## src/rtl/shift_reg_pkg.sv

```systemverilog
package shift_reg_pkg;

	// register data width
	localparam int DATA_W = 4;

	// bus geometry
	localparam int ADR_W = 4;
	localparam int WB_W  = 32;

	// byte offsets of the register words
	localparam logic [3:0] CTRL_OFS   = 4'h0;
	localparam logic [3:0] STATUS_OFS = 4'h4;
	localparam logic [3:0] COUNT_OFS  = 4'h8;

	// control word fields
	localparam int CTRL_CLK_EN_BIT = 0;
	localparam int CTRL_CLEAR_BIT  = 1;
	localparam int CTRL_STEP_BIT   = 2;
	localparam logic CTRL_CLK_EN_RST = 1'h1;
	localparam logic CTRL_CLEAR_RST  = 1'h0;

	// status word fields
	localparam int STAT_Q_LSB     = 0;
	localparam int STAT_MODE_LSB  = 4;
	localparam int STAT_CLEAR_BIT = 6;
	localparam int STAT_CLK_BIT   = 7;

	// applied-edge counter
	localparam int COUNT_W = 16;
	localparam logic [15:0] COUNT_RST = 16'h0000;

	// mode select pair {upper, lower}
	typedef enum logic [1:0] {
		MODE_HOLD  = 2'h0,
		MODE_RIGHT = 2'h1,
		MODE_LEFT  = 2'h2,
		MODE_LOAD  = 2'h3
	} mode_t;

endpackage

```

## src/rtl/universal_shift_register_4bit.sv

```systemverilog
`timescale 1ns/1ps

// Summary of operation
// - clear low forces all outputs low
// - clock low, clear high, no soft clear or step: outputs hold
// - besides clear and reset, only a rising clock edge or a control-word step updates register
// - both modes high: edge loads parallel inputs
// - mode 01: shift toward last, right-serial enters
// - mode 10: shift toward first, left-serial enters
// - both modes low: outputs hold
module universal_shift_register_4bit (
	// clock and reset
	input  wire logic        clk_i,
	input  wire logic        rst_i,
	// wishbone slave
	input  wire logic [3:0]  adr_i,
	input  wire logic [31:0] dat_i,
	input  wire logic [3:0]  sel_i,
	input  wire logic        we_i,
	input  wire logic        cyc_i,
	input  wire logic        stb_i,
	output logic      [31:0] dat_o,
	output logic             ack_o,
	// register pins
	input  wire logic        clear_n_i,
	input  wire logic        shift_clk_i,
	input  wire logic        mode_select_upper_i,
	input  wire logic        mode_select_lower_i,
	input  wire logic        serial_left_i,
	input  wire logic        serial_right_i,
	input  wire logic [3:0]  parallel_i,
	// stored bits
	output logic             stored_bit_first_o,
	output logic             stored_bit_second_o,
	output logic             stored_bit_third_o,
	output logic             stored_bit_last_o
);

	logic                                  clk_prev_reg;
	logic                                  clk_prev_next;
	logic                                  clk_en_reg;
	logic                                  clk_en_next;
	logic                                  soft_clear_reg;
	logic                                  soft_clear_next;
	logic                                  step_reg;
	logic                                  step_next;
	logic [shift_reg_pkg::COUNT_W-1:0]     count_reg;
	logic [shift_reg_pkg::COUNT_W-1:0]     count_next;
	logic                                  ack_reg;
	logic                                  ack_next;
	logic [31:0]                           dat_reg;
	logic [31:0]                           dat_next;
	logic                                  clk_rise;
	logic                                  apply;
	logic                                  clear_any;
	logic                                  bus_req;
	logic                                  bus_wr;
	logic [1:0]                            mode;
	logic [3:0]                            q;

	// pins are synchronous to clk_i, so the same sample feeds edge and data
	assign clk_rise  = shift_clk_i & ~clk_prev_reg;
	assign apply     = (clk_rise & clk_en_reg) | step_reg;
	assign clear_any = ~clear_n_i | soft_clear_reg;
	assign mode      = {mode_select_upper_i, mode_select_lower_i};
	assign bus_req   = cyc_i & stb_i & ~ack_reg;
	assign bus_wr    = bus_req & we_i;

	shift_core #(
		.WIDTH(shift_reg_pkg::DATA_W)
	) u_core (
		.clk_i      (clk_i),
		.rst_i      (rst_i),
		.clear_i    (clear_any),
		.step_i     (apply),
		.mode_i     (mode),
		.ser_left_i (serial_left_i),
		.ser_right_i(serial_right_i),
		.par_i      (parallel_i),
		.q_o        (q)
	);

	// register writes take effect on the cycle the request is seen
	always_comb begin
		clk_prev_next   = shift_clk_i;
		clk_en_next     = clk_en_reg;
		soft_clear_next = soft_clear_reg;
		step_next       = 1'h0;
		count_next      = count_reg;
		if (apply && !clear_any) begin
			count_next = count_reg + 16'h0001;
		end
		if (bus_wr && sel_i[0]) begin
			unique case (adr_i)
				shift_reg_pkg::CTRL_OFS: begin
					clk_en_next     = dat_i[shift_reg_pkg::CTRL_CLK_EN_BIT];
					soft_clear_next = dat_i[shift_reg_pkg::CTRL_CLEAR_BIT];
					step_next       = dat_i[shift_reg_pkg::CTRL_STEP_BIT];
				end
				shift_reg_pkg::COUNT_OFS: begin
					// an edge in the clearing cycle still counts
					count_next = (apply && !clear_any) ? 16'h0001 : 16'h0000;
				end
				default: begin
				end
			endcase
		end
	end

	// bus answers one cycle after the request, unmapped reads give zero
	always_comb begin
		ack_next = bus_req;
		dat_next = dat_reg;
		if (bus_req) begin
			dat_next = 32'h00000000;
			if (!we_i) begin
				unique case (adr_i)
					shift_reg_pkg::CTRL_OFS: begin
						dat_next[shift_reg_pkg::CTRL_CLK_EN_BIT] = clk_en_reg;
						dat_next[shift_reg_pkg::CTRL_CLEAR_BIT]  = soft_clear_reg;
					end
					shift_reg_pkg::STATUS_OFS: begin
						dat_next[shift_reg_pkg::STAT_Q_LSB +: 4]    = q;
						dat_next[shift_reg_pkg::STAT_MODE_LSB +: 2] = mode;
						dat_next[shift_reg_pkg::STAT_CLEAR_BIT]     = clear_n_i;
						dat_next[shift_reg_pkg::STAT_CLK_BIT]       = shift_clk_i;
					end
					shift_reg_pkg::COUNT_OFS: begin
						dat_next[shift_reg_pkg::COUNT_W-1:0] = count_reg;
					end
					default: begin
					end
				endcase
			end
		end
	end

	always_ff @(posedge clk_i) begin
		if (rst_i) begin
			clk_prev_reg   <= 1'h0;
			clk_en_reg     <= shift_reg_pkg::CTRL_CLK_EN_RST;
			soft_clear_reg <= shift_reg_pkg::CTRL_CLEAR_RST;
			step_reg       <= 1'h0;
			count_reg      <= shift_reg_pkg::COUNT_RST;
			ack_reg        <= 1'h0;
			dat_reg        <= 32'h00000000;
		end else begin
			clk_prev_reg   <= clk_prev_next;
			clk_en_reg     <= clk_en_next;
			soft_clear_reg <= soft_clear_next;
			step_reg       <= step_next;
			count_reg      <= count_next;
			ack_reg        <= ack_next;
			dat_reg        <= dat_next;
		end
	end

	assign ack_o               = ack_reg;
	assign dat_o               = dat_reg;
	assign stored_bit_first_o  = q[0];
	assign stored_bit_second_o = q[1];
	assign stored_bit_third_o  = q[2];
	assign stored_bit_last_o   = q[3];

	// clear is seen one clk_i edge later, not truly asynchronous
	chk_clear_zeroes_all: assert property (
		@(posedge clk_i) disable iff (rst_i)
		!clear_n_i |=> (q == 4'h0) ##0 !stored_bit_last_o)
		else $error("clear did not force outputs low");

	chk_low_clock_holds: assert property (
		@(posedge clk_i) disable iff (rst_i)
		(clear_n_i && !soft_clear_reg && !shift_clk_i && !step_reg) |=> $stable(q))
		else $error("outputs moved while shift clock low");

	chk_high_fall_hold: assert property (
		@(posedge clk_i) disable iff (rst_i)
		(clear_n_i && !soft_clear_reg && !step_reg && clk_prev_reg) |=> $stable(q))
		else $error("outputs moved without a rising shift clock");

	chk_parallel_load: assert property (
		@(posedge clk_i) disable iff (rst_i)
		(apply && !clear_any && mode == 2'h3) |=> (q == $past(parallel_i)))
		else $error("parallel load mismatch");

	chk_shift_right: assert property (
		@(posedge clk_i) disable iff (rst_i)
		(apply && !clear_any && mode == 2'h1)
		|=> (q == {$past(q[2:0]), $past(serial_right_i)}))
		else $error("right shift mismatch");

	chk_shift_left: assert property (
		@(posedge clk_i) disable iff (rst_i)
		(apply && !clear_any && mode == 2'h2)
		|=> (q == {$past(serial_left_i), $past(q[3:1])}))
		else $error("left shift mismatch");

	chk_mode_hold: assert property (
		@(posedge clk_i) disable iff (rst_i)
		(!clear_any && mode == 2'h0) [*2] |=> $stable(q))
		else $error("outputs moved in hold mode");

	// soft clear acts like the pin, one clk_i edge later
	chk_soft_clear_zero: assert property (
		@(posedge clk_i) disable iff (rst_i)
		soft_clear_reg |=> (q == 4'h0))
		else $error("soft clear did not force outputs low");

	chk_gated_edge_hold: assert property (
		@(posedge clk_i) disable iff (rst_i)
		(!clk_en_reg && !step_reg && !clear_any) |=> $stable(q))
		else $error("outputs moved with pin edges gated off");

	chk_count_advance: assert property (
		@(posedge clk_i) disable iff (rst_i)
		(apply && !clear_any && !(bus_wr && sel_i[0] && adr_i == shift_reg_pkg::COUNT_OFS))
		|=> (count_reg == $past(count_reg) + 16'h0001))
		else $error("applied edge not counted");

	chk_bus_ack_pulse: assert property (
		@(posedge clk_i) disable iff (rst_i)
		(cyc_i && stb_i && !ack_o) |=> ack_o ##1 !ack_o)
		else $error("bus ack not a single pulse");

endmodule

```

## src/rtl/shift_core.sv

```systemverilog
`timescale 1ns/1ps

module shift_core #(
	parameter int WIDTH = shift_reg_pkg::DATA_W
) (
	// clock and reset
	input  wire logic               clk_i,
	input  wire logic               rst_i,
	// control
	input  wire logic               clear_i,
	input  wire logic               step_i,
	input  wire logic [1:0]         mode_i,
	// data in
	input  wire logic               ser_left_i,
	input  wire logic               ser_right_i,
	input  wire logic [WIDTH-1:0]   par_i,
	// stored bits, bit 0 is the first
	output logic      [WIDTH-1:0]   q_o
);

	logic [WIDTH-1:0] q_reg;
	logic [WIDTH-1:0] q_next;

	always_comb begin
		q_next = q_reg;
		if (clear_i) begin
			q_next = '0;
		end else if (step_i) begin
			unique case (shift_reg_pkg::mode_t'(mode_i))
				shift_reg_pkg::MODE_HOLD: begin
					q_next = q_reg;
				end
				shift_reg_pkg::MODE_RIGHT: begin
					q_next = {q_reg[WIDTH-2:0], ser_right_i};
				end
				shift_reg_pkg::MODE_LEFT: begin
					q_next = {ser_left_i, q_reg[WIDTH-1:1]};
				end
				shift_reg_pkg::MODE_LOAD: begin
					q_next = par_i;
				end
			endcase
		end
	end

	always_ff @(posedge clk_i) begin
		if (rst_i) begin
			q_reg <= '0;
		end else begin
			q_reg <= q_next;
		end
	end

	assign q_o = q_reg;

endmodule

```

## config.mk

```make
export PLATFORM = sky130hd
export DESIGN_NAME = universal_shift_register_4bit
export DESIGN_NICKNAME = d
export VERILOG_FILES = /design/src/rtl/shift_reg_pkg.sv /design/src/rtl/universal_shift_register_4bit.sv /design/src/rtl/shift_core.sv
export SDC_FILE = /design/constraint.sdc
export NUM_CORES = 1
export LEC_CHECK = 0
export BUFFER_PORTS_ARGS = -buffer_cell sky130_fd_sc_hd__buf_2
export CAP_MARGIN = 20
export CORE_MARGIN = 2
export CORE_UTILIZATION = 25
export DETAILED_ROUTE_END_ITERATION = 16
export MAX_ROUTING_LAYER = met4
export PLACE_DENSITY = 0.5
export SYNTH_ARGS = -nofsm -noshare
export SYNTH_HDL_FRONTEND = slang
export SYNTH_SLANG_ARGS = --single-unit
```

## constraint.sdc

```tcl
create_clock -name clk_i -period 2.4 [get_ports clk_i]
set_input_delay 0.48 -clock clk_i [delete_from_list [all_inputs] [get_ports clk_i]]
set_output_delay 0.48 -clock clk_i [all_outputs]
set_load 0.005 [all_outputs]
```

==> impl_results.md, run 1 <==
* Skew-Pair Late Insertion Delay at 0.29 ns
* Max FO, Critical Path at 9
* Status: finished clean
* Crit end category: flop
* Post-CTS sizing at 0
* Final nets at 317
* WS Path Type: reg -> reg
* Pin slew with the least headroom to its limit at 0.596 ns
* Hold Vio Cnt, Final at 0
* Ys async rst share at 0%
* Hold-fix buffers, CTS at 0
* Leak at 0.986 nW
* Row count at 32
* Peak VDD IR at 0.191 mV
* Largest net degree at the start of global routing at 23
* GP Congestion at 0.717
* Relative slew slack at 59.9%
* Adder-cell share of the synthesized area at 0.618%
* Share of layout cells above drive strength 1 at 23.4%
* Synth Area in Compound Gates at 17.8%
* Worst Setup SP: clk_en_reg
* DP HPWL at 3350 um
* Yosys warning total at 0
* Post-synthesis xor/xnor area fraction at 2.60%
* DRT Pass-1 Iters at 4
* Placed Area at 0.00227 mm2
* Die Wd at 94.0 um
* Slew Limit Fails at 0
* DRC at 0
* Final Cycle Share at 72.2%
* First-pass GRT wire length at 7570 um
* Max frequency at 577 MHz
* CTS tree: done
* # H-tree levels at 2
* Hold Crit Class: in -> reg
* R2R Path Start: clk_en_reg
* CTS Buffer Depth at 2
* IO Pins at 92
* Yosys cell types at 48
* Tot GR Track Use at 11.1%
* Via count of the first global-routing pass at 1546
* Post-Route WL at 4490 um
* Synthesis-to-finish area growth at 16.3%
* Layout fillers at 838
* Post-synthesis mux area share at 6.43%
* Top_reg_cell synth: dfxtp_1
* Synth top area cells: dfxtp_1 (41%), mux2i_1 (6.4%), buf_4 (6.3%)
* Synth top area share at 40.6%
* Vias at 1675
* Area leader, netlist: dfxtp_1
* Setup tns final at 0 ns
* CTS clk-pin slew, worst paths at 0.08 ns
* Clock net sink count at 41
* Postcts setup bufs at 0
* Post-synthesis sequential area ratio at 40.6%
* Largest family of logic cells by synthesized area: simple AND/OR/NAND/NOR gates
* Initial antenna violation count at 0
* IO buf count at 43
* Required @ worst endpoint at 2.63 ns
* Final instance area at 0.00235 mm2
* Max-cap violation count at 0
* ANT nets after route at 0
* Synth Register Bits at 41
* Min Tclk post-route at 1.73 ns
* CTS buffer count at 5
* DR vias/cell at 4.61
* DR WL/cell at 12.4 um
* R2R cell count at 4
* 1st-iter DRT viols at 81
* Crit path arrival time at 1.96 ns
* Root buf cell: clkbuf_8
* Hold Path Origin: dat_i[0]
* Hold slack at 0.401 ns
* Die area at 0.00883 mm2
* Netlist Area Pre-Place at 0.00202 mm2
* Pwr/cell area at 519 mW/mm2
* Initial Utilization at 26.0%
* Simple-Gate Fraction of Synth Area at 23.3%
* Die height at 94.0 um
* Total gr overflow at 0
* Critical path launch point type: flop
* Core ar. at 0.00777 mm2
* Final setup viols at 0
* EDFF count, synth at 0
* Skew final at 0.0141 ns
* Gate Count Post-Synth at 220
* Syn Area/Cell at 9.20 um2
* # diodes at 0
* Hold path depth at 3
* RSZ-0062 raised after global routing: no
-- report_power, final --
group | internal [mW] | switching (mW)
clock | 0.201 | 0.231
sequential | 0.685 | 0.00489
combinational | 0.0381 | 0.0602
total | 0.925 | 0.296
-- per-stage QoR --
| step | util, % | power [mW] | std cells | setup WS (ns) |
|---|---|---|---|---|
| floorplan | - | 0.788 | 235 | 0.832 |
| global placement | 29.3 | 0.804 | 356 | 0.495 |
| detailed placement | 29.3 | 0.805 | 356 | 0.481 |
| CTS | 30.3 | 1.24 | 363 | 0.692 |
| global route | 30.3 | 1.29 | 363 | 0.545 |
| finish | 30.3 | 1.22 | 363 | 0.667 |
-- worst max-delay path, stage by stage (launching register included) --
cell and delay (ns):
dfxtp_1 0.37, and3b_1 0.42, o211ai_4 0.18, or4_1 0.54, a21oi_1 0.15
-- metal layers --
layer	global-route usage, %	routed length [um]	vias to the layer above
met2	15.2	1920	42
met3	2.65	205	5
li1	-	-	854
met5	-	0	-
met1	15.7	2310	774
met4	4.23	48	0
-- cells in the final DEF, fill, tap and decap left out, drive strengths merged, types with 4 or more instances in the layout --
master	Yosys	routed
nand2	17	17
a22oi	16	16
nor3	5	5
o21ai	4	4
buf	20	45
a21oi	13	13
conb	1	16
o211ai	4	4
dfxtp	41	41
o31ai	8	8
mux2i	13	13
or4	7	7
xor2	5	5
nor2	24	24
clkbuf	6	6
-- Yosys cell counts (3+ instances only) --
cell type / instances
dfxtp_1: 41
nor2_1: 24
buf_4: 17
a22oi_1: 16
nand2_1: 16
a21oi_1: 13
mux2i_1: 13
o31ai_1: 7
or4_1: 7
clkbuf_1: 5
xor2_1: 5
nor3_1: 4
o21ai_0: 4
nand4_1: 3
or3_1: 3
-- layout make-up --
| class | count | area (um2) | area share, % |
|---|---|---|---|
| clock buffers | 6 | 72.6 | 3.08 |
| inverters | 2 | 7.51 | 0.319 |
| clock inverters | 1 | 8.76 | 0.372 |
| repair buffers | 45 | 230 | 9.78 |
| well taps | 102 | 128 | 5.42 |
| multi-input cells | 166 | 1090 | 46.1 |
| flip-flops and latches | 41 | 821 | 34.9 |
-- final timing paths --
| check | endpoint | slack, ns |
|---|---|---|
| setup / recovery | count_reg[13] | 0.67 |
| hold / removal | clk_en_reg | 0.40 |
| setup reg to reg | count_reg[13] | 0.67 |
| hold reg to reg | dat_o[6] | 0.48 |
-- logic make-up (layout without fill, tap and decap cells) --
kind of cell	Yosys count	after routing
AND/OR/NAND/NOR	81	81
AO/OA/AOI/OAI	49	49
flip-flops	41	41
buffers and inverters	28	54
multiplexers	13	13
XOR/XNOR	6	6
adder cells (fa/ha/maj)	1	1
other	1	16
Power figures use the tool's default switching activity.
==> run 2: changes to the inputs <==
--- a/config.mk
+++ b/config.mk
@@ -5,13 +5,14 @@
 export SDC_FILE = /design/constraint.sdc
 export NUM_CORES = 1
 export LEC_CHECK = 0
+export ABC_AREA = 1
 export BUFFER_PORTS_ARGS = -buffer_cell sky130_fd_sc_hd__buf_2
 export CAP_MARGIN = 20
 export CORE_MARGIN = 2
 export CORE_UTILIZATION = 25
 export DETAILED_ROUTE_END_ITERATION = 16
 export MAX_ROUTING_LAYER = met4
-export PLACE_DENSITY = 0.5
+export PLACE_DENSITY = 0.51
 export SYNTH_ARGS = -nofsm -noshare
 export SYNTH_HDL_FRONTEND = slang
 export SYNTH_SLANG_ARGS = --single-unit
==> constraint.sdc (replaced) <==
create_clock -name clk_i -period 1.5 [get_ports clk_i]
set_input_delay 0.3 -clock clk_i [delete_from_list [all_inputs] [get_ports clk_i]]
set_output_delay 0.3 -clock clk_i [all_outputs]
set_load 0.005 [all_outputs]
==> impl_results.md, run 2 <==
* Total Power at 2.09 mW (+72%)
* DRC at 0 (unchanged)
* Most frequent cell after synthesis: nand2_1
* Setup tns final at 0 ns (unchanged)
* R2R Path Start: count_reg[0]
* Share of layout cells above drive strength 1 at 23.5% (+0.16 points)
* Synth Register Bits at 41 (unchanged)
* Synth top area cells: dfxtp_1 (38%), nand2_1 (13%), nand3_1 (9.8%)
* Ys async rst share at 0% (unchanged)
* Hold Crit Class: in -> reg
* Syn Area/Cell at 7.01 um2 (-24%)
* CTS Buffer Depth at 2 (unchanged)
* Crit path arrival time at 1.53 ns (-0.43 ns)
* Via count of the first global-routing pass at 1919 (+24%)
* Layout Utilization at 31.1% (+0.76 points)
* Crit-path cells: ha_2 > inv_1 > nor2_1 > nand2_1 > nor2_4 > nand3_1 > nand2_1 > nor2_1
* Post-synthesis sequential area ratio at 38.3% (-2.3 points)
* Die height at 96.6 um (+2.8%)
* Post-Route WL at 4910 um (+9.3%)
* Core ar. at 0.00826 mm2 (+6.3%)
* Final setup viols at 0 (unchanged)
* Slowest CP cell: dfxtp_2
* Min Tclk post-route at 1.35 ns (-0.387 ns)
* Leak at 1.11 nW (+13%)
* Pwr/cell area at 816 mW/mm2 (+57%)
* Max-cap violation count at 0 (unchanged)
* Die Wd at 96.6 um (+2.8%)
* Hold Vio Cnt, Final at 0 (unchanged)
* Fin worst setup slack at 0.154 ns (-0.513 ns)
* ANT nets after route at 0 (unchanged)
* GP Congestion at 0.842 (+17%)
* Skew-Pair Late Insertion Delay at 0.29 ns (about the same)
* Area leader, netlist: dfxtp_1
* Tot GR Track Use at 11.0% (-0.12 points)
* Yosys cell types at 30 (-38%)
* Max FO, Critical Path at 8 (-1)
* Initial Utilization at 26.0% (-0.077 points)
* # diodes at 0 (unchanged)
* Post-synth top cells: nand2_1 (74), nand3_1 (42), dfxtp_1 (41)
* Initial antenna violation count at 0 (unchanged)
* Root buf cell: clkbuf_8
* Gate Count Post-Synth at 306 (+39%)
* Netlist Area Pre-Place at 0.00214 mm2 (+6.0%)
* Required @ worst endpoint at 1.69 ns (-0.94 ns)
* Peak VDD IR at 0.298 mV (+57%)
* # H-tree levels at 2 (unchanged)
* Top_reg_cell synth: dfxtp_1
* Yosys warning total at 0 (unchanged)
* Die area at 0.00934 mm2 (+5.7%)
* CTS buffer count at 5 (unchanged)
* Synth top area share at 38.3% (-2.3 points)
* DR WL/cell at 10.6 um (-14%)
* Status: finished clean
* Crit end category: flop
* Worst Setup SP: count_reg[0]
* Final Cycle Share at 89.8% (+18 points)
* Hold slack at 0.235 ns (-0.165 ns)
* Max frequency at 743 MHz (+29%)
* Clock net sink count at 41 (unchanged)
* Most common cell after layout, fill and taps aside: nand2_1
* CP delay by family, top: simple AND/OR/NAND/NOR gates
* DP HPWL at 3800 um (+14%)
* Commonest non-fill, non-tap cells in the layout: nand2_1 (73), buf_2 (43), nand3_1 (42), dfxtp_1 (39), inv_1 (28)
* Max stage delay on crit path at 0.36 ns (-0.18 ns)
* Hold-fix buffers, CTS at 0 (unchanged)
* Slew Limit Fails at 0 (unchanged)
* CTS clk-pin slew, worst paths at 0.08 ns (about the same)
* Hold Path Origin: dat_i[2]
* DR vias/cell at 4.37 (-5.2%)
* IO Pins at 92 (unchanged)
* CTS tree: done
* Vias at 2021 (+21%)
* First-pass GRT wire length at 8460 um (+12%)
* RSZ-0062 raised after global routing: no
* EDFF count, synth at 0 (unchanged)
* Final nets at 412 (+30%)
* WS Path Type: reg -> reg
* Row count at 33 (+3.1%)
* Critical path launch point type: flop
* Critical path buffers and inverters at 1 (+1)
* IO buf count at 43 (unchanged)
* Pre-CTS setup slack at 0.0818 ns (-0.399 ns)
* Skew final at 0.00795 ns (-0.00612 ns)
* DRT Pass-1 Iters at 4 (unchanged)
* Synthesis-to-finish area growth at 19.6%
* Post-CTS sizing at 0 (unchanged)
* Total gr overflow at 0 (unchanged)
* Largest net degree at the start of global routing at 18 (-22%)
* 1st-iter DRT viols at 52 (-36%)
* Postcts setup bufs at 0 (unchanged)
-- run 2: changes by cell type after synthesis, sizes merged, moves of 5 or more --
cell	previous run	this run
nand3	2	42
inv	2	32
nand2	17	77
a21oi	13	31
nor2	24	31
mux2i	13	0
or4	7	0
nand4	3	8
o31ai	8	0
a22oi	16	0
-- run 2: worst register-to-register path, stage by stage, from the launching register on --
cell,delay [ns]
dfxtp_2,0.36
ha_2,0.19
inv_1,0.06
nor2_1,0.13
nand2_1,0.10
nor2_4,0.19
nand3_1,0.10
nand2_1,0.07
nor2_1,0.04
-- run 2: per-stage QoR --
step | cell area [um2] | instances
2_1_floorplan | 2200 | 321
3_3_place_gp | 2450 | 454
3_5_place_dp | 2450 | 454
4_1_cts | 2550 | 462
5_1_grt | 2560 | 462
6_report | 2560 | 462
-- run 2: power by group --
part / total (mW) / switching [mW] / internal [mW]
registers: 1.11 / 0.00848 / 1.10
clock network: 0.798 / 0.382 / 0.416
logic: 0.189 / 0.125 / 0.0642
total: 2.09 / 0.516 / 1.58
-- run 2: final timing paths --
kind                   endpoint  slack (ns)  cells after the start
setup reg to reg  count_reg[10]        0.15                      8
hold / removal         step_reg        0.24                      3
hold reg to reg       dat_o[10]        0.46                      2
setup / recovery  count_reg[10]        0.15                      8
-- run 2: final cells by class --
cell class	count	area [um2]
Timing Repair Buffer	49	260
Sequential cell	41	823
Clock buffer	7	96.3
Multi-Input combinational cell	226	1120
Clock inverter	1	5.00
Fill cell	897	5690
Inverter	33	126
Tap cell	105	131
-- run 2: cell families after synthesis --
kind of cell / after synthesis / share of synthesized area [%]
simple gates: 165 / 36.0
buf+inv: 54 / 12.5
compound gates: 42 / 11.7
flops: 41 / 38.3
xor+xnor: 2 / 0.817
fa+ha+maj: 1 / 0.583
other cells: 1 / 0.175
-- run 2: routing by layer --
| metal | routed length [um] | share of wire [%] | GRT usage [%] |
|---|---|---|---|
| met2 | 2160 | 44 | 17.7 |
| met1 | 2480 | 51 | 13.8 |
| met4 | 90 | 1.8 | 3.90 |
| met3 | 175 | 3.6 | 2.02 |
| met5 | 0 | 0 | - |
